[src/hdl/pra_pkg.sv]
// shared constants and types of the packet ram access arbiter
package pra_pkg;
   // widths of the memory side and of the host byte fifo
   localparam int PTR_W      = 11;
   localparam int PNUM_W     = 6;
   localparam int DATA_W     = 16;
   localparam int BYTE_W     = 8;
   localparam int FIFO_DEPTH = 16;
   localparam int CNT_W      = 5;
   // fifo levels that steer prefetch, drain and host ready
   localparam logic [CNT_W-1:0] LVL_EMPTY    = 5'h00;
   localparam logic [CNT_W-1:0] LVL_REFILL   = 5'h01;
   localparam logic [CNT_W-1:0] LVL_WORD     = 5'h02;
   localparam logic [CNT_W-1:0] LVL_WR_MAX   = 5'h0e;
   // pointer steps for byte and word memory cycles
   localparam logic [PTR_W-1:0] STEP_BYTE = 11'h001;
   localparam logic [PTR_W-1:0] STEP_WORD = 11'h002;
   // host path direction, memory cycle state and cycle owner
   typedef enum logic {DIR_WR, DIR_RD} pra_dir_e;
   typedef enum logic {MEM_IDLE, MEM_BUSY} pra_mem_e;
   typedef enum logic [1:0] {SRC_HOST, SRC_RX, SRC_TX} pra_src_e;
endpackage

[src/hdl/pra_arb_if.sv]
// request and grant signals between the access engine and the arbiter
`timescale 1ns/10ps
interface pra_arb_if;
   logic host_req;
   logic rx_req;
   logic tx_req;
   logic full_duplex;
   logic take;
   logic gnt_host;
   logic gnt_rx;
   logic gnt_tx;
   modport client (
      output host_req,
      output rx_req,
      output tx_req,
      output full_duplex,
      output take,
      input  gnt_host,
      input  gnt_rx,
      input  gnt_tx
   );
   modport arbiter (
      input  host_req,
      input  rx_req,
      input  tx_req,
      input  full_duplex,
      input  take,
      output gnt_host,
      output gnt_rx,
      output gnt_tx
   );
endinterface

[src/hdl/pra_fifo.sv]
// byte fifo taking and giving one or two bytes per cycle
`timescale 1ns/10ps
module pra_fifo #(
   parameter int WIDTH = 8,
   parameter int DEPTH = 16
) (
   // clock and reset
   input  wire logic                       sys_clk,
   input  wire logic                       reset_n,
   input  wire logic                       flush,
   // filling side
   input  wire logic                       in_valid,
   input  wire logic                       in_two,
   input  wire logic [2*WIDTH-1:0]         in_data,
   output logic                            in_ready,
   // draining side
   output logic                            out_valid,
   input  wire logic                       out_ready,
   input  wire logic                       out_two,
   output logic [2*WIDTH-1:0]              out_data,
   // fill level now and after this cycle
   output logic [$clog2(DEPTH):0]          level,
   output logic [$clog2(DEPTH):0]          level_next
);
   localparam int AW = $clog2(DEPTH);
   localparam int CW = AW + 1;
   localparam logic [CW-1:0] ONE  = CW'(1);
   localparam logic [CW-1:0] TWO  = CW'(2);
   localparam logic [CW-1:0] FULL = CW'(DEPTH);

   logic [WIDTH-1:0] store [DEPTH];
   logic [AW-1:0]    wr_idx;
   logic [AW-1:0]    rd_idx;
   logic [CW-1:0]    push_n;
   logic [CW-1:0]    pop_n;
   wire  [AW-1:0]    wr_idx_hi = wr_idx + AW'(1);
   wire  [AW-1:0]    rd_idx_hi = rd_idx + AW'(1);

   // space for a whole word is needed before a push is taken
   assign in_ready   = (FULL - level) >= TWO;
   assign out_valid  = level != '0;
   assign push_n     = (in_valid && in_ready) ? (in_two ? TWO : ONE) : '0;
   assign pop_n      = (out_valid && out_ready) ?
                       ((out_two && level >= TWO) ? TWO : ONE) : '0;
   assign level_next = flush ? '0 : level + push_n - pop_n;
   assign out_data   = {store[rd_idx_hi], store[rd_idx]};

   // per entry storage, low lane at the write index, high lane after it
   for (genvar i = 0; i < DEPTH; i++) begin : g_entry
      wire lo_hit = push_n != '0 && wr_idx == AW'(i);
      wire hi_hit = push_n == TWO && wr_idx_hi == AW'(i);
      always_ff @(posedge sys_clk or negedge reset_n) begin
         if (!reset_n) begin
            store[i] <= '0;
         end else if (lo_hit) begin
            store[i] <= in_data[WIDTH-1:0];
         end else if (hi_hit) begin
            store[i] <= in_data[2*WIDTH-1:WIDTH];
         end
      end
   end

   // pointers and level; flush empties the fifo at once
   always_ff @(posedge sys_clk or negedge reset_n) begin
      if (!reset_n) begin
         wr_idx <= '0;
         rd_idx <= '0;
         level  <= '0;
      end else begin
         wr_idx <= flush ? '0 : wr_idx + push_n[AW-1:0];
         rd_idx <= flush ? '0 : rd_idx + pop_n[AW-1:0];
         level  <= level_next;
      end
   end
endmodule

[src/hdl/pra_grant.sv]
// memory arbiter between host fifo and mac receive and transmit dma
`timescale 1ns/10ps
module pra_grant
   import pra_pkg::*;
(
   // clock and reset
   input  wire logic  sys_clk,
   input  wire logic  reset_n,
   // requests and grants
   pra_arb_if.arbiter arb
);
   logic last_mac;
   logic last_rx;
   wire  mac_any  = arb.rx_req || arb.tx_req;
   // full duplex takes turns between rx and tx, else rx goes first
   wire  rx_pick  = arb.rx_req &&
                    !(arb.tx_req && arb.full_duplex && last_rx);

   // host and mac take turns so the host slot comes round evenly
   assign arb.gnt_host = arb.host_req && (!mac_any || last_mac);
   assign arb.gnt_rx   = !arb.gnt_host && rx_pick;
   assign arb.gnt_tx   = !arb.gnt_host && !rx_pick && arb.tx_req;

   // remember the owner of the last cycle taken
   always_ff @(posedge sys_clk or negedge reset_n) begin
      if (!reset_n) begin
         last_mac <= 1'b0;
         last_rx  <= 1'b0;
      end else if (arb.take && (arb.gnt_host || mac_any)) begin
         last_mac <= !arb.gnt_host;
         if (!arb.gnt_host) begin
            last_rx <= arb.gnt_rx;
         end
      end
   end
endmodule

[src/hdl/pra_arbiter.sv]
// packet ram access arbiter with host byte fifo and mac dma routing
`timescale 1ns/10ps
module pra_arbiter
   import pra_pkg::*;
(
   // clock and reset
   input  wire logic                sys_clk,
   input  wire logic                reset_n,
   // host data register side, from bus logic on sys_clk
   input  wire logic                host_load,
   input  wire logic [PTR_W-1:0]    host_load_addr,
   input  wire logic                host_load_rd,
   input  wire logic [PNUM_W-1:0]   host_pnum,
   input  wire logic                host_wr,
   input  wire logic                host_wr_word,
   input  wire logic [DATA_W-1:0]   host_wr_data,
   input  wire logic                host_rd,
   input  wire logic                host_rd_word,
   output logic [DATA_W-1:0]        host_rd_data,
   output logic                     host_ready,
   // mac dma side
   input  wire logic                full_duplex,
   input  wire logic                mac_rx_req,
   input  wire logic [PTR_W-1:0]    mac_rx_addr,
   input  wire logic [PNUM_W-1:0]   mac_rx_pnum,
   input  wire logic [DATA_W-1:0]   mac_rx_data,
   input  wire logic                mac_tx_req,
   input  wire logic [PTR_W-1:0]    mac_tx_addr,
   input  wire logic [PNUM_W-1:0]   mac_tx_pnum,
   output logic                     mac_rx_done,
   output logic                     mac_tx_done,
   output logic [DATA_W-1:0]        mac_tx_data,
   // packet memory and mmu side
   output logic                     mem_cyc,
   output logic                     mem_we,
   output logic                     mem_word,
   output logic [PTR_W-1:0]         mem_addr,
   output logic [PNUM_W-1:0]        mem_pnum,
   output logic [DATA_W-1:0]        mem_wdata,
   input  wire logic [DATA_W-1:0]   mem_rdata,
   input  wire logic                mem_ack
);
   pra_arb_if arb ();

   // host path state
   pra_dir_e           dir;
   logic [PTR_W-1:0]   ptr;
   logic [PNUM_W-1:0]  pnum;
   logic               pend;
   logic [PTR_W-1:0]   pend_addr;
   logic               pend_rd;
   logic [PNUM_W-1:0]  pend_pnum;
   // memory cycle state
   pra_mem_e           mem_state;
   pra_src_e           cyc_src;
   // fifo hookup
   logic               fifo_in_valid;
   logic               fifo_in_two;
   logic [DATA_W-1:0]  fifo_in_data;
   logic               fifo_in_ready;
   logic               fifo_out_valid;
   logic               fifo_out_ready;
   logic               fifo_out_two;
   logic [DATA_W-1:0]  fifo_out_data;
   logic [CNT_W-1:0]   level;
   logic [CNT_W-1:0]   level_next;
   logic               next_host_ready;

   // decode of the host path
   wire dir_wr      = dir == DIR_WR;
   wire ptr_odd     = ptr[0];
   wire mem_idle    = mem_state == MEM_IDLE;
   wire ack_now     = !mem_idle && mem_ack;
   wire ack_host    = ack_now && cyc_src == SRC_HOST;
   wire ack_rx      = ack_now && cyc_src == SRC_RX;
   wire ack_tx      = ack_now && cyc_src == SRC_TX;
   wire ack_host_wr = ack_host && mem_we;
   wire ack_host_rd = ack_host && !mem_we;

   // write drain: word only at even address with a word held
   wire wr_word = !ptr_odd && level >= LVL_WORD;
   // odd pointer always starts with a lone byte
   wire rd_word = !ptr_odd;
   wire host_word = dir_wr ? wr_word : rd_word;
   // the fifo's own not-empty flag raises the drain request
   wire wr_req  = fifo_out_valid;
   // prefetch keeps the fifo topped up to three bytes at most
   wire rd_req  = level <= LVL_REFILL && !pend;

   // a reload takes effect once writes are drained and no cycle runs
   wire apply   = pend && mem_idle &&
                  (!dir_wr || level == LVL_EMPTY);
   // every reload empties the fifo, so stale prefetched bytes never
   // reach memory as write data; a reload made in write direction applies only once
   // the fifo has drained, so no posted byte is lost
   wire fifo_flush = apply;

   // requests to the arbiter
   assign arb.host_req    = dir_wr ? wr_req : rd_req;
   assign arb.rx_req      = mac_rx_req;
   assign arb.tx_req      = mac_tx_req;
   assign arb.full_duplex = full_duplex;
   assign arb.take        = mem_idle;

   pra_grant u_grant (
      .sys_clk (sys_clk),
      .reset_n (reset_n),
      .arb     (arb)
   );

   // fifo filling: host writes or prefetched memory data
   wire [BYTE_W-1:0] rd_byte = ptr_odd ? mem_rdata[DATA_W-1:BYTE_W] :
                                         mem_rdata[BYTE_W-1:0];
   // a write without room is dropped rather than overrunning the fifo
   wire host_push = host_wr && fifo_in_ready;
   assign fifo_in_valid = dir_wr ? host_push : ack_host_rd;
   assign fifo_in_two   = dir_wr ? host_wr_word : mem_word;
   assign fifo_in_data  = dir_wr ? host_wr_data :
                          (mem_word ? mem_rdata : {{BYTE_W{1'b0}}, rd_byte});

   // fifo draining: write cycle done or host read taken
   assign fifo_out_ready = dir_wr ? ack_host_wr : host_rd;
   assign fifo_out_two   = dir_wr ? mem_word : host_rd_word;

   pra_fifo #(
      .WIDTH (BYTE_W),
      .DEPTH (FIFO_DEPTH)
   ) u_fifo (
      .sys_clk    (sys_clk),
      .reset_n    (reset_n),
      .flush      (fifo_flush),
      .in_valid   (fifo_in_valid),
      .in_two     (fifo_in_two),
      .in_data    (fifo_in_data),
      .in_ready   (fifo_in_ready),
      .out_valid  (fifo_out_valid),
      .out_ready  (fifo_out_ready),
      .out_two    (fifo_out_two),
      .out_data   (fifo_out_data),
      .level      (level),
      .level_next (level_next)
   );

   // write data for the memory: a lone byte sits on both lanes
   wire [DATA_W-1:0] host_wdata = wr_word ? fifo_out_data :
      {fifo_out_data[BYTE_W-1:0], fifo_out_data[BYTE_W-1:0]};

   // host ready: writes need room, reads need a word already staged;
   // it is never pulled inside an access, only between accesses
   always_comb begin
      next_host_ready = 1'b0;
      if (!pend && !host_load && !apply) begin
         if (dir_wr) begin
            next_host_ready = level_next <= LVL_WR_MAX;
         end else begin
            next_host_ready = level >= LVL_WORD && !host_rd;
         end
      end
   end

   // host outputs: staged read data and ready
   // read data is the fifo head of the previous cycle, so it is settled
   always_ff @(posedge sys_clk or negedge reset_n) begin
      if (!reset_n) begin
         host_ready   <= 1'b0;
         host_rd_data <= '0;
      end else begin
         host_ready   <= next_host_ready;
         host_rd_data <= fifo_out_data;
      end
   end

   // pointer load is held until the fifo may be reused
   always_ff @(posedge sys_clk or negedge reset_n) begin
      if (!reset_n) begin
         pend      <= 1'b0;
         pend_addr <= '0;
         pend_rd   <= 1'b0;
         pend_pnum <= '0;
      end else if (host_load) begin
         pend      <= 1'b1;
         pend_addr <= host_load_addr;
         pend_rd   <= host_load_rd;
         pend_pnum <= host_pnum;
      end else if (apply) begin
         pend      <= 1'b0;
      end
   end

   // host pointer, direction and packet number
   always_ff @(posedge sys_clk or negedge reset_n) begin
      if (!reset_n) begin
         dir  <= DIR_WR;
         ptr  <= '0;
         pnum <= '0;
      end else if (apply) begin
         dir  <= pend_rd ? DIR_RD : DIR_WR;
         ptr  <= pend_addr;
         pnum <= pend_pnum;
      end else if (ack_host) begin
         ptr  <= ptr + (mem_word ? STEP_WORD : STEP_BYTE);
      end
   end

   // memory cycle state: start on a grant, end on the memory ack
   // grants are ignored while busy, so one cycle runs at a time
   always_ff @(posedge sys_clk or negedge reset_n) begin
      if (!reset_n) begin
         mem_state <= MEM_IDLE;
         cyc_src   <= SRC_HOST;
      end else begin
         case (mem_state)
            MEM_IDLE: begin
               if (arb.gnt_host) begin
                  mem_state <= MEM_BUSY;
                  cyc_src   <= SRC_HOST;
               end else if (arb.gnt_rx) begin
                  mem_state <= MEM_BUSY;
                  cyc_src   <= SRC_RX;
               end else if (arb.gnt_tx) begin
                  mem_state <= MEM_BUSY;
                  cyc_src   <= SRC_TX;
               end
            end
            MEM_BUSY: begin
               if (mem_ack) begin
                  mem_state <= MEM_IDLE;
               end
            end
            default: begin
               mem_state <= MEM_IDLE;
            end
         endcase
      end
   end

   // memory and mmu outputs, routed from the granted source
   always_ff @(posedge sys_clk or negedge reset_n) begin
      if (!reset_n) begin
         mem_cyc   <= 1'b0;
         mem_we    <= 1'b0;
         mem_word  <= 1'b0;
         mem_addr  <= '0;
         mem_pnum  <= '0;
         mem_wdata <= '0;
      end else if (mem_idle && arb.gnt_host) begin
         mem_cyc   <= 1'b1;
         mem_we    <= dir_wr;
         mem_word  <= host_word;
         mem_addr  <= ptr;
         mem_pnum  <= pnum;
         mem_wdata <= host_wdata;
      end else if (mem_idle && arb.gnt_rx) begin
         mem_cyc   <= 1'b1;
         mem_we    <= 1'b1;
         mem_word  <= 1'b1;
         mem_addr  <= mac_rx_addr;
         mem_pnum  <= mac_rx_pnum;
         mem_wdata <= mac_rx_data;
      end else if (mem_idle && arb.gnt_tx) begin
         mem_cyc   <= 1'b1;
         mem_we    <= 1'b0;
         mem_word  <= 1'b1;
         mem_addr  <= mac_tx_addr;
         mem_pnum  <= mac_tx_pnum;
      end else if (ack_now) begin
         mem_cyc   <= 1'b0;
      end
   end

   // dma completion pulses and transmit read data
   // done trails the ack by one edge; the mac drops its request then
   always_ff @(posedge sys_clk or negedge reset_n) begin
      if (!reset_n) begin
         mac_rx_done <= 1'b0;
         mac_tx_done <= 1'b0;
         mac_tx_data <= '0;
      end else begin
         mac_rx_done <= ack_rx;
         mac_tx_done <= ack_tx;
         if (ack_tx) begin
            mac_tx_data <= mem_rdata;
         end
      end
   end
endmodule

[config.mk]
export PLATFORM = sky130hd
export DESIGN_NAME = pra_arbiter
export DESIGN_NICKNAME = d
export VERILOG_FILES = /design/src/hdl/pra_pkg.sv /design/src/hdl/pra_arb_if.sv /design/src/hdl/pra_fifo.sv /design/src/hdl/pra_grant.sv /design/src/hdl/pra_arbiter.sv
export SDC_FILE = /design/constraint.sdc
export NUM_CORES = 1
export LEC_CHECK = 0
export BUFFER_PORTS_ARGS = -buffer_cell sky130_fd_sc_hd__buf_2
export CAP_MARGIN = 25
export CELL_PAD_IN_SITES_DETAIL_PLACEMENT = 1
export CELL_PAD_IN_SITES_GLOBAL_PLACEMENT = 1
export CORE_ASPECT_RATIO = 0.9
export CORE_MARGIN = 10
export CORE_UTILIZATION = 49
export CTS_BUF_LIST = sky130_fd_sc_hd__clkbuf_4 sky130_fd_sc_hd__clkbuf_8
export CTS_CLUSTER_DIAMETER = 40
export DETAILED_ROUTE_END_ITERATION = 6
export PLACE_DENSITY_LB_ADDON = 0.12
export SETUP_SLACK_MARGIN = 0.5
export SYNTH_ARGS = -nofsm -noshare
export SYNTH_HDL_FRONTEND = slang
export SYNTH_SLANG_ARGS = --single-unit
[constraint.sdc]
create_clock -name sys_clk -period 4.65 [get_ports sys_clk]
set_input_delay 0.6975 -clock sys_clk [delete_from_list [all_inputs] [get_ports sys_clk]]
set_output_delay 0.6975 -clock sys_clk [all_outputs]
set_load 0.05 [all_outputs]
# After elaboration in Yosys (flattened, before gate mapping)
# Cells that the tools add are included.
[classes]
mul = 0
n_eq_ne = 33
addsub = 8
n_mux = 89
n_lt_le_gt_ge = 6
bitwise = 5
shift = 0
reduce_logical = 104
n_div = 0
[op_table]
columns = ["op", "n"]
rows = [
  ["8-bit 2-to-1 mux", 37],
  ["16-bit 2-to-1 mux", 5],
  ["8-bit binary-select mux with 4-bit select", 2],
  ["4-bit == test (second input constant)", 16],
  ["1-bit logical AND", 60],
  ["11-bit 2-to-1 mux", 5],
  ["2-bit nonzero test", 19],
  ["4-bit by 3-bit == test with 1-bit output (second input constant)", 8],
  ["1-bit 2-to-1 mux", 25],
  ["6-bit 2-to-1 mux", 3],
  ["4-bit by 2-bit == test with 1-bit output (second input constant)", 4],
  ["5-bit 2-to-1 mux", 3],
  ["2-bit 2-to-1 mux", 6],
  ["11-bit by 2-bit adder with 11-bit output", 1],
  ["5-bit by 2-bit greater-or-equal comparator with 1-bit output (second input constant)", 2],
  ["5-bit greater-or-equal comparator (second input constant)", 2],
  ["1-bit logical NOT", 10],
  ["4-bit inverter with 5-bit output", 2],
  ["5-bit nonzero test", 2],
  ["4-bit by 1-bit adder with 4-bit output (second input constant)", 2],
  ["4-bit adder", 2],
  ["4-bit by 1-bit == test with 1-bit output (second input constant)", 2],
  ["4-bit logical NOT", 2],
  ["4-bit 2-to-1 mux", 2],
  ["other kinds (16)", 23],
]
[totals]
input_bits = 111
romBits = 0
out_inout_bits = 71
word_cells = 286
latchBits = 0
ramBits = 0
n_memories = 0
regBits = 254

# Logic depth before layout (Yosys ltp)
# Gate-level depths: netlist of run 1.
[depth]
depth_word = 12
depth_mapped = 16
ltp_nobuf = 15

# Modules after synthesis
# A second synthesis of run 1 with hierarchy kept.
[hier_totals]
cells_unflattened = 1650
area_unflattened_um2 = 15302.2
[modules_own_cells]
columns = ["module", "area_each_um2", "n_inst", "seq_area_each_um2", "cells_each"]
rows = [
  ["pra_fifo", 10064.7, 1, 3528.4, 1171],
  ["pra_arbiter", 5086.1, 1, 2777.7, 463],
  ["pra_grant", 151.4, 1, 50.0, 16],
]

# Least setup slack after synthesis of run 1
# OpenSTA, ideal clock, no wires.
[synth_path]
path_type = "input to register"
startpoint = "input port mem_ack"
endpoint = "register host_ready"
setup_ns = 0.101
t_arrival_ns = 3.882
stages = 13
required_ns = 4.549
setup_slack_ns = 0.667
path_buffers = 0
cell_sequence = "nor4bb_1 -> and3_1 -> a21oi_1 -> or2_2 -> nor3_1 -> fa_1 -> inv_1 -> ha_1 -> a21o_1 -> a21oi_1 -> xnor2_1 -> nor4_1 -> o32ai_1"
[synth_between]
elab_chain_cells = 12
[synth_lines]
columns = ["item", "line_no", "text"]
rows = [
  ["start, declared", "pra_arbiter.sv:41", "input wire logic mem_ack"],
  ["1-bit logical AND (*)", "pra_arbiter.sv:73", "wire ack_now = !mem_idle && mem_ack;"],
  ["1-bit logical AND (*)", "pra_arbiter.sv:74", "wire ack_host = ack_now && cyc_src == SRC_HOST;"],
  ["1-bit logical AND", "pra_arbiter.sv:78", "wire ack_host_rd = ack_host && !mem_we;"],
  ["1-bit 2-to-1 mux", "pra_arbiter.sv:116", "assign fifo_in_valid = dir_wr ? host_push : ack_host_rd;"],
  ["1-bit logical AND", "pra_fifo.sv:42", "assign push_n = (in_valid && in_ready) ? (in_two ? TWO : ONE) : '0;"],
  ["5-bit 2-to-1 mux", "pra_fifo.sv:42", ""],
  ["5-bit adder", "pra_fifo.sv:45", "assign level_next = flush ? '0 : level + push_n - pop_n;"],
  ["5-bit subtractor (*)", "pra_fifo.sv:45", ""],
  ["5-bit 2-to-1 mux (*)", "pra_fifo.sv:45", ""],
  ["5-bit by 4-bit less-or-equal comparator with 1-bit output (*)", "pra_arbiter.sv:154", "next_host_ready = level_next <= LVL_WR_MAX;"],
  ["1-bit 2-to-1 mux (*)", "pra_arbiter.sv:153", "if (dir_wr) begin"],
  ["1-bit 2-to-1 mux (*)", "pra_arbiter.sv:152", "if (!pend && !host_load && !apply) begin"],
  ["via next_host_ready", "pra_arbiter.sv:67", "logic next_host_ready;"],
  ["end signal, assigned", "pra_arbiter.sv:168", "host_ready <= next_host_ready;"],
  ["end, declared", "pra_arbiter.sv:20", "output logic host_ready,"],
]
# The timed path passes the listed nets; every way through them passes the cells marked *.
# A chain may end at the register's enable or synchronous reset.

# Worst setup path in the final report of run 1
[layout_path]
startpoint = "register cyc_src[1]"
endpoint = "register host_ready"
[layout_between]
elab_chain_cells = 12
[layout_lines]
columns = ["item", "line_no", "text"]
rows = [
  ["start, declared", "pra_arbiter.sv:55", "pra_src_e cyc_src;"],
  ["start signal, assigned", "pra_arbiter.sv:210", "cyc_src <= SRC_HOST;"],
  ["start signal, assigned", "pra_arbiter.sv:216", "cyc_src <= SRC_HOST;"],
  ["start signal, assigned", "pra_arbiter.sv:219", "cyc_src <= SRC_RX;"],
  ["2-bit logical NOT (*)", "pra_arbiter.sv:74", ""],
  ["1-bit logical AND (*)", "pra_arbiter.sv:74", ""],
  ["1-bit logical AND", "pra_arbiter.sv:78", ""],
  ["1-bit 2-to-1 mux", "pra_arbiter.sv:116", ""],
  ["1-bit logical AND", "pra_fifo.sv:42", ""],
  ["5-bit 2-to-1 mux", "pra_fifo.sv:42", ""],
  ["5-bit adder", "pra_fifo.sv:45", ""],
  ["5-bit subtractor (*)", "pra_fifo.sv:45", ""],
  ["5-bit 2-to-1 mux (*)", "pra_fifo.sv:45", ""],
  ["5-bit by 4-bit less-or-equal comparator with 1-bit output (*)", "pra_arbiter.sv:154", ""],
  ["1-bit 2-to-1 mux (*)", "pra_arbiter.sv:153", ""],
  ["1-bit 2-to-1 mux (*)", "pra_arbiter.sv:152", ""],
  ["via next_host_ready", "pra_arbiter.sv:67", ""],
]
# Marked as above.

==> results of run 1 <==
-- critical path: cells and delay by family, from the launching register on --
kind | cells | cell delay (ps)
adder cells (fa/ha/maj) | 2 | 740
AND/OR/NAND/NOR | 5 | 1430
XOR/XNOR | 1 | 110
AO/OA/AOI/OAI | 4 | 520
flip-flops | 1 | 440
buffers and inverters | 2 | 330
-- stage by stage --
stage	hold slack [ps]	area, um^2	setup WS, ps
after CTS	153	17000	823
after detailed placement	461	15900	694
after floorplan	402	14700	667
final	144	17000	932
after global routing	182	17000	513
after global placement	445	15900	768
-- final cells by class --
cell class	count	area (um^2)	share of cell area [%]
flip-flops and latches	254	6360	37.3
clock buffers	77	960	5.63
repair buffers	205	1130	6.62
clock inverters	9	126	0.741
well taps	403	504	2.96
inverters	22	82.6	0.484
multi-input cells	887	7880	46.2
diodes	2	5.00	0.0294
-- layer usage --
| layer | vias up | part of all wire (%) | routed length [um] | global-route usage, % |
|---|---|---|---|---|
| met4 | 0 | 2.8 | 1440 | 8.91 |
| met5 | - | 0 | 0 | 0 |
| met2 | 463 | 45 | 22800 | 41.9 |
| met1 | 6017 | 44 | 22400 | 36.6 |
| met3 | 98 | 8.1 | 4090 | 6.46 |
| li1 | 5074 | - | - | - |
-- repair_timing --
item / 4_1_cts / 5_1_grt
endpoints found under the setup margin: 0 / 1
setup buffers: 0 / 0
gates resized for setup: 0 / 1
-- power groups by stage --
stage | Combinational [mW] | Clock, mW | Sequential [mW]
6_report | 7.19 | 2.46 | 4.14
2_1_floorplan | 4.24 | 0 | 4.76
4_1_cts | 7.15 | 2.49 | 4.10
3_5_place_dp | 7.10 | 0 | 4.13
5_1_grt | 7.71 | 2.61 | 4.25
3_3_place_gp | 6.91 | 0 | 4.07
-- state kept, by name (all words and copies together) (netlist names), 2 cells and up --
signal and flops:
cyc_src 2, host_rd_data 16, mac_tx_data 16, mem_addr 11, mem_pnum 6, mem_wdata 16
pend_addr 11, pend_pnum 6, pnum 6, ptr 11, u_fifo.level 5, u_fifo.rd_idx 4
u_fifo.store 128, u_fifo.wr_idx 4
-- layout by cell type (no fill, tap or decap), drive strengths merged, types with 21 or more instances in the layout --
master	instances
a211oi	21
a21oi	23
a221o	23
buf	205
clkbuf	77
dfrtp	254
inv	21
mux2	61
mux2i	220
mux4	55
nand2	84
nor2	55
o21ai	55
o22ai	34
-- path summary, 6_finish.rpt --
kind	slack (ps)	cells past startpoint	startpoint	end
max	930	14	cyc_src[1]	host_ready
min in group sys_clk	360	3	mac_rx_data[0]	mem_wdata[0]
max reg2reg	930	14	cyc_src[1]	host_ready
min reg2reg	470	2	mem_addr[2]	mem_addr[2]
min	140	1	reset_n	mem_addr[2]
max in group asynchronous	3350	2	reset_n	mac_tx_data[1]
-- cell families (layout without fill, tap and decap cells) --
family | count (synthesis) | after routing | synth area share (%)
AO/OA/AOI/OAI | 246 | 246 | 12.1
XOR/XNOR | 18 | 18 | 1.13
adder cells (fa/ha/maj) | 24 | 24 | 2.30
buffers and inverters | 116 | 313 | 3.30
flip-flops | 254 | 254 | 43.4
multiplexers | 336 | 336 | 28.2
other | 0 | 2 | 0
AND/OR/NAND/NOR | 263 | 263 | 9.65
==> results by group, run 1 <==
STA
  – Max Fclk: between 200 and 300 MHz
  – Actual slew at the worst max-slew pin: 1030 ps
  – RSZ-0062 raised after global routing: no
  – Crit share post-route: 80.0%
  – Clock skew: 17.4 ps
  – Min cycle time layout: about 3700 ps
  – Fin. Hold Viols: 0
  – Final setup viols: 0
  – Max-slew violations: 0
  – Setup tns final: 0 ps
  – Relative slew slack: 31.0%

Synthesis
  – Area leader, netlist: dfrtp_1
  – Yosys reg bits: roughly 250
  – EDFF count, synth: 0
  – Post-synth top area share: 43.4%
  – Mapped Cells: 1,257
  – Top FF cell, synth: dfrtp_1
  – Mapped Area: 0.0147 mm^2
  – Avg Cell Area, Syn: about 12 um^2
  – Syn Nets: approximately 1,400
  – Post-synthesis cell type count: 73
  – Top post-synthesis cells by area: dfrtp_1, mux2i_1, mux4_2
  – Top cells by instance count after synthesis: dfrtp_1, mux2i_1, nand2_1
  – Synth warnings: 0
  – Count leader, synth: dfrtp_1
  – Fraction of registers with async set/reset: 100%
  – Post-synthesis sequential area ratio: 43.4%

Flow run
  – Max-Cap Viols: 0

Die
  – Starting Density: approximately half
  – Core Box Area: between 0.02 and 0.03 mm^2
  – Die area: around 0.037 mm^2
  – Row count: 60
  – Chip Width: 202 um
  – I/O pin count: 182
  – Die H: 184 um

Setup path
  – Setup Crit Path Kind: reg2reg
  – Worst setup SP type: flop
  – Crit-path slowest cell: fa_1
  – Most frequent CP cell: a21oi_1
  – CP arrival: 4150 ps
  – Data required, critical path: roughly 5100 ps
  – CP endpoint kind: flop
  – Crit path max fanout: 8
  – Max stage delay on crit path: slightly below 500 ps
  – CP Cell Sequence: nor4bb_1 > buf_4 > and3_1 > a21oi_1 > or2_2 > nor3_1 > fa_1 > inv_1 > ha_1 > a21o_1 > a21oi_1 > xnor2_1 > nor4_1 > o32ai_1

Route
  – DR vias/cell: 6.27
  – DR DRC count: 0
  – DR WL/cell: 27.3 um
  – Starting DRT DRC Count: 895
  – Via count: 11,652
  – Final wirelength: 50.8 mm
  – ANT nets after route: 0
  – Drt first pass iters: 5

CTS
  – CTS Buf Count: 49
  – H-tree depth: 2
  – CTS max path bufs: 3
  – Cts hold-fix bufs: 0
  – Clock-pin slew on the worst setup and hold paths: 60 ps
  – CTS tree: yes
  – Clock Sinks: 254
  – Root Buffer: clkbuf_8
  – Clock Latency Late Sink: about 570 ps

Placed design
  – Post-DP HPWL: 36.2 mm
  – Count of input and output buffers: roughly 180
  – Final GP Congestion: around 0.91
  – DP Cell Count: between 1,500 and 2,000

Pwr
  – Net Sw Power: 6.34 mW
  – Net switching share of the total power: roughly 46%
  – Cell area power density: 808 mW/mm^2
  – Gate power share: 52.1%
  – Static Leak: between 7 and 8 nW
  – Peak supply drop: between 0.4 and 0.5 mV
  – Internal: ~7.4 mW
  – Clk pwr share: between 10% and 20%
  – Total power: 13.8 mW
  – Seq pwr share: 30.0%

Global route
  – Initial antenna violation count: 6
  – GR Overflow Total: 0
  – Largest net degree at the start of global routing: 120
  – GRT Overall Usage: a little over a quarter
  – First-pass GRT wire length: 78.1 mm
  – Vias in the first global route: 12,562

Final layout
  – Final design utilization: 57.3%
  – Number of fill cells: 3,154
  – Nets: 1,554
  – Synthesis-to-finish area growth: 16.3%
  – Post-Layout Cell Count: 1,859
  – Proportion of layout cells with a drive suffix above 1: between 30% and 40%

Outcome
  – Outcome: finished clean

Hold path
  – Hold crit path type: in2async
(Power assumes the default switching activity.)
==> run 2: changes to the inputs <==
--- a/config.mk
+++ b/config.mk
@@ -11,7 +11,7 @@
 export CELL_PAD_IN_SITES_GLOBAL_PLACEMENT = 1
 export CORE_ASPECT_RATIO = 0.9
 export CORE_MARGIN = 10
-export CORE_UTILIZATION = 49
+export CORE_UTILIZATION = 44
 export CTS_BUF_LIST = sky130_fd_sc_hd__clkbuf_4 sky130_fd_sc_hd__clkbuf_8
 export CTS_CLUSTER_DIAMETER = 40
 export DETAILED_ROUTE_END_ITERATION = 6
==> constraint.sdc (replaced) <==
create_clock -name sys_clk -period 3.16 [get_ports sys_clk]
set_input_delay 0.474 -clock sys_clk [delete_from_list [all_inputs] [get_ports sys_clk]]
set_output_delay 0.474 -clock sys_clk [all_outputs]
set_load 0.05 [all_outputs]
==> results by group, run 2 (synthesized netlist as in run 1, its figures left out) <==
Global route
  – Vias in the first global route: 12,776 (was 12,562)
  – GRT Overall Usage: 25.8% (was 27.0%)
  – GR Overflow Total: 0 (unchanged)
  – Initial antenna violation count: 1 (was 6)
  – Largest net degree at the start of global routing: 79 (was 120)
  – First-pass GRT wire length: 80.3 mm (was 78.1 mm)

Final layout
  – Synthesis-to-finish area growth: 23.7% (was 16.3%)
  – Commonest non-fill, non-tap cell in the layout: dfrtp_1 (unchanged)
  – Number of fill cells: 3,475 (was 3,154)
  – Post-Layout Cell Count: 1,961 (was 1,859)
  – Final design utilization: 55.0% (was 57.3%)
  – Max reg flops: 128 (unchanged)
  – Nets: 1,638 (was 1,554)
  – Top reg by flops: u_fifo.store (unchanged)
  – Most frequent cells in the layout: dfrtp_1, mux2i_1, buf_2 (unchanged)
  – Antenna Cells: 0 (was 2)
  – Proportion of layout cells with a drive suffix above 1: 38.1% (was 30.2%)

STA
  – Max-slew violations: 0 (unchanged)
  – Final setup margin: -2.01 ps (was 932 ps)
  – Max Fclk: 316 MHz (was 269 MHz)
  – Actual slew at the worst max-slew pin: 1030 ps (about the same)
  – Min cycle time layout: 3160 ps (was 3720 ps)
  – RSZ-0062 raised after global routing: yes (was no)
  – Final setup viols: 1 (was 0)
  – Relative slew slack: 31.6% (was 31.0%)
  – Clock skew: 40.1 ps (was 17.4 ps)
  – Crit share post-route: 100% (was 80.0%)
  – Fin. Hold Viols: 0 (unchanged)

CTS
  – CTS tree: yes (unchanged)
  – CTS max path bufs: 3 (unchanged)
  – Clock Latency Late Sink: 620 ps (was 570 ps)
  – CTS Buf Count: 50 (was 49)
  – Clock Sinks: 254 (unchanged)
  – Root Buffer: clkbuf_8 (unchanged)
  – H-tree depth: 2 (unchanged)
  – Clock-pin slew on the worst setup and hold paths: 60 ps (about the same)

Placed design
  – DP Cell Count: 1,844 (was 1,770)
  – Count of input and output buffers: 181 (unchanged)
  – Final GP Congestion: 0.914 (was 0.912)
  – Post-DP HPWL: 37.7 mm (was 36.2 mm)
  – Place WS: -50.1 ps (was 694 ps)

Outcome
  – Outcome: finished with violations (was finished clean)
  – Failing checks: setup timing

Route
  – Drt first pass iters: 7 (was 5)
  – Final wirelength: 53.4 mm (was 50.8 mm)
  – DR DRC count: 0 (unchanged)
  – ANT nets after route: 0 (unchanged)
  – Via count: 11,961 (was 11,652)
  – DR WL/cell: 27.2 um (was 27.3 um)
  – Starting DRT DRC Count: 800 (was 895)
  – DR vias/cell: 6.10 (was 6.27)

Setup path
  – Setup Crit Path Kind: reg2reg (unchanged)
  – CP endpoint kind: flop (unchanged)
  – Worst setup SP type: flop (unchanged)
  – Data required, critical path: 3650 ps (was 5080 ps)
  – CP arrival: 3650 ps (was 4150 ps)
  – Crit path max fanout: 5 (was 8)

Pwr
  – Static Leak: 8.25 nW (was 7.76 nW)
  – Total power: 21.5 mW (was 13.8 mW)
  – Peak supply drop: 0.673 mV (was 0.405 mV)
  – Cell area power density: 1190 mW/mm^2 (was 808 mW/mm^2)

Die
  – Row count: 63 (was 60)
  – Die area: 0.0410 mm^2 (was 0.0372 mm^2)
  – Starting Density: 44.5% (was 49.3%)
  – Die H: 193 um (was 184 um)
  – Chip Width: 212 um (was 202 um)
  – Core Box Area: 0.0329 mm^2 (was 0.0297 mm^2)
  – I/O pin count: 182 (unchanged)

Flow run
  – Max-Cap Viols: 0 (unchanged)

Hold path
  – Hold crit path type: in2reg (was in2async)
==> run 2: layout make-up <==
cell class / count / area [um^2] / area share [%]
Clock buffer: 75 / 938 / 5.17
Sequential cell: 254 / 6360 / 35.1
Clock inverter: 13 / 179 / 0.987
Tap cell: 422 / 528 / 2.91
Inverter: 22 / 82.6 / 0.455
Timing Repair Buffer: 287 / 1860 / 10.2
Multi-Input combinational cell: 888 / 8180 / 45.1
==> run 2: critical path: stages, from the launching register on <==
cell       delay, ps
dfrtp_2          450
or4b_4           560
o2bb2ai_4        220
nand3_4          100
fa_1             540
inv_2             60
fa_2             380
a21oi_2          140
o21bai_1          80
xor2_1           150
nor2_1            80
o32ai_1          290
==> run 2: power by group <==
group / switching (mW) / internal, mW
registers: 1.20 / 4.74
clock network: 1.52 / 2.22
logic: 7.13 / 4.73
==> run 2: metrics by stage <==
stage | TNS [ps] | area [um^2] | hold WS (ps)
2_1_floorplan | 0 | 14800 | 178
3_3_place_gp | 0 | 16500 | 446
3_5_place_dp | -50.1 | 16500 | 459
4_1_cts | -22.4 | 17800 | 65.4
5_1_grt | -128 | 18100 | 79.0
6_report | -2.01 | 18100 | 94.1
==> run 2: per-layer routing <==
layer  up-vias  track usage [%]  routed length, um
met5         -                0                 12
met3        89             6.85               4280
met1      6176             34.7              23900
li1       5235                -                  -
met4         2             7.65               1210
met2       459             40.1              24000
==> run 2: path summary, 6_finish.rpt <==
check,slack (ps),depth (start not counted),from,end
max,-2,11,cyc_src[0],host_ready
min,90,2,mac_rx_data[6],mem_wdata[6]
max reg2reg,-2,11,cyc_src[0],host_ready
min reg2reg,460,2,pend_pnum[1],pnum[1]
max in group asynchronous,1840,3,reset_n,u_fifo.store[76]
min in group asynchronous,470,2,reset_n,mem_addr[1]
==> run 2: what timing repair did <==
item | in CTS | in global routing
gates resized for setup | 21 | 47
endpoints found under the hold margin | 75 | 0
pin swaps | 9 | 20
setup buffers | 8 | 19
cloned | 0 | 1
hold buffers | 1 | 0
setup endpoints to repair | 96 | 96
==> run 3: changes to the inputs <==
--- a/config.mk
+++ b/config.mk
@@ -10,8 +10,8 @@
 export CELL_PAD_IN_SITES_DETAIL_PLACEMENT = 1
 export CELL_PAD_IN_SITES_GLOBAL_PLACEMENT = 1
 export CORE_ASPECT_RATIO = 0.9
-export CORE_MARGIN = 10
-export CORE_UTILIZATION = 44
+export CORE_MARGIN = 1
+export CORE_UTILIZATION = 50
 export CTS_BUF_LIST = sky130_fd_sc_hd__clkbuf_4 sky130_fd_sc_hd__clkbuf_8
 export CTS_CLUSTER_DIAMETER = 40
 export DETAILED_ROUTE_END_ITERATION = 6
==> constraint.sdc (replaced) <==
create_clock -name sys_clk -period 3.88 [get_ports sys_clk]
set_input_delay 0.582 -clock sys_clk [delete_from_list [all_inputs] [get_ports sys_clk]]
set_output_delay 0.582 -clock sys_clk [all_outputs]
set_load 0.05 [all_outputs]
==> results by group, run 3 (synthesized netlist as in run 1, its figures left out) <==
STA
  – Max Fclk: 301 MHz (was 316 MHz)
  – Setup tns final: 0 ps (was -2.01 ps)
  – Fin. Hold Viols: 0 (unchanged)
  – RSZ-0062 raised after global routing: no (was yes)
  – Final setup viols: 0 (was 1)
  – Max-slew violations: 0 (unchanged)
  – Crit share post-route: 85.6% (was 100%)
  – Actual slew at the worst max-slew pin: 1070 ps (was 1030 ps)
  – Relative slew slack: 28.4% (was 31.6%)
  – Clock skew: 11.7 ps (was 40.1 ps)
  – Final setup margin: 559 ps (was -2.01 ps)
  – Min cycle time layout: 3320 ps (was 3160 ps)

Die
  – I/O pin count: 182 (unchanged)
  – Row count: 59 (was 63)
  – Die area: 0.0300 mm^2 (was 0.0410 mm^2)
  – Core Box Area: 0.0289 mm^2 (was 0.0329 mm^2)
  – Chip Width: 182 um (was 212 um)
  – Starting Density: 50.8% (was 44.5%)
  – Die H: 164 um (was 193 um)

CTS
  – Root Buffer: clkbuf_8 (unchanged)
  – Clock Sinks: 254 (unchanged)
  – H-tree depth: 2 (unchanged)
  – Clock Latency Late Sink: 570 ps (was 620 ps)
  – CTS Buf Count: 48 (was 50)
  – CTS max path bufs: 3 (unchanged)
  – Clock-pin slew on the worst setup and hold paths: 60 ps (about the same)
  – CTS tree: yes (unchanged)

Hold path
  – Hold crit path type: in2reg (unchanged)

Setup path
  – Worst setup SP type: flop (unchanged)
  – Crit path max fanout: 6 (was 5)
  – Setup Crit Path Kind: reg2reg (unchanged)
  – CP endpoint kind: flop (unchanged)
  – CP arrival: 3770 ps (was 3650 ps)
  – Data required, critical path: 4330 ps (was 3650 ps)

Global route
  – Met3 Use GR: 7.17% (was 6.85%)
  – GRT Overall Usage: 33.2% (was 25.8%)
  – GR Overflow Total: 0 (unchanged)
  – Initial antenna violation count: 0 (was 1)
  – Met2 GRT Util: 51.9% (was 40.1%)
  – Largest net degree at the start of global routing: 74 (was 79)
  – GRT Max-Usage Layer: met2 (unchanged)
  – Met1 Usage GRT: 45.8% (was 34.7%)
  – First-pass GRT wire length: 75.1 mm (was 80.3 mm)
  – Vias in the first global route: 12,563 (was 12,776)

Placed design
  – Post-DP HPWL: 34.7 mm (was 37.7 mm)
  – Final GP Congestion: 0.865 (was 0.914)
  – Place WS: 252 ps (was -50.1 ps)
  – Count of input and output buffers: 181 (unchanged)
  – DP Cell Count: 1,778 (was 1,844)
  – Post-DP Area: 0.0161 mm^2 (was 0.0165 mm^2)

Route
  – Final wirelength: 49.2 mm (was 53.4 mm)
  – DR WL/cell: 26.3 um (was 27.2 um)
  – ANT nets after route: 0 (unchanged)
  – Starting DRT DRC Count: 1,062 (was 800)
  – DR DRC count: 0 (unchanged)
  – Drt first pass iters: 5 (was 7)
  – DR vias/cell: 6.37 (was 6.10)
  – Via count: 11,917 (was 11,961)

Final layout
  – Post-Layout Cell Count: 1,871 (was 1,961)
  – Synthesis-to-finish area growth: 17.5% (was 23.7%)
  – Design Area, Final: 0.0172 mm^2 (was 0.0181 mm^2)
  – Antenna Cells: 0 (unchanged)
  – Commonest non-fill, non-tap cell in the layout: dfrtp_1 (unchanged)
  – Nets: 1,576 (was 1,638)
  – Multi-input gate area: 0.00793 mm^2 (was 0.00818 mm^2)
  – Max reg flops: 128 (unchanged)
  – Most frequent cells in the layout: dfrtp_1, mux2i_1, buf_2 (unchanged)
  – Number of fill cells: 3,028 (was 3,475)
  – Top reg by flops: u_fifo.store (unchanged)
  – Storage element area: 0.00636 mm^2 (unchanged)
  – Proportion of layout cells with a drive suffix above 1: 32.1% (was 38.1%)

Pwr
  – Static Leak: 7.84 nW (was 8.25 nW)
  – Total power: 16.6 mW (was 21.5 mW)
  – Cell area power density: 965 mW/mm^2 (was 1190 mW/mm^2)
  – Peak supply drop: 0.577 mV (was 0.673 mV)

Flow run
  – Max-Cap Viols: 0 (unchanged)

Outcome
  – Outcome: finished clean (was finished with violations)
-- run 3: changes by cell type in the layout (fill, tap and decap cells not counted), moves of 4 or more --
| cell | delta |
|---|---|
| buf_6 | -5 |
| mux2i_2 | -6 |
| buf_8 | -5 |
| a211oi_1 | +7 |
| a211oi_2 | -7 |
| ha_1 | +4 |
| buf_4 | -46 |
| mux2i_1 | +7 |
-- run 3: where the power goes --
part	leakage [nW]	total [mW]	switching [mW]	internal, mW
logic	4.18	8.86	5.40	3.46
registers	3.12	4.94	1.08	3.86
clock network	0.538	2.82	1.20	1.62
total	7.84	16.6	7.68	8.94
-- run 3: metrics by stage --
| step | hold WS, ps | utilization [%] |
|---|---|---|
| CTS | 204 | 59.5 |
| detailed placement | 462 | 55.8 |
| floorplan | 286 | - |
| global placement | 448 | 55.8 |
| global route | 214 | 59.7 |
| finish | 228 | 59.7 |
-- run 3: cell type report --
type	instances	share of cell area [%]
clock buffer	72	5.21
tap	396	2.88
timing repair buffer	228	7.67
clock inverter	12	0.741
inverter	22	0.480
sequential	254	37.0
multi-input combinational	887	46.1
-- run 3: critical path, stage by stage, from the launching register on --
cell and delay, ps:
dfrtp_2 470, or4b_4 580, o2bb2ai_2 200, nand3_2 120
fa_1 540, inv_2 50, fa_2 400, a21oi_1 160
o21bai_1 100, xor2_1 160, nor2_1 70, o32ai_1 360
-- run 3: final timing paths --
| check | slack, ps | from | cells past startpoint | endpoint |
|---|---|---|---|---|
| max in group asynchronous | 2390 | reset_n | 3 | u_fifo.store[39] |
| worst max-delay path | 560 | cyc_src[1] | 11 | host_ready |
| min in group asynchronous | 560 | reset_n | 2 | mem_addr[2] |
| worst min register to register | 470 | pend_pnum[1] | 2 | pnum[1] |
| worst max register to register | 560 | cyc_src[1] | 11 | host_ready |
| worst min-delay path | 230 | mac_rx_data[0] | 3 | mem_wdata[0] |
-- run 3: what timing repair did --
action	in CTS	in global routing
gates resized for setup	6	8
setup buffers	5	3
endpoints found under the hold margin	13	0
hold buffers	1	0
pin swaps	3	7
endpoints found under the setup margin	1	9
-- run 3: per-layer routing --
| layer | routed length (um) | vias up | share of wire, % |
|---|---|---|---|
| met5 | 0 | - | 0 |
| met4 | 1480 | 0 | 3.0 |
| met3 | 4410 | 114 | 9.0 |
| met2 | 22000 | 565 | 45 |
| met1 | 21300 | 6119 | 43 |
| li1 | - | 5119 | - |
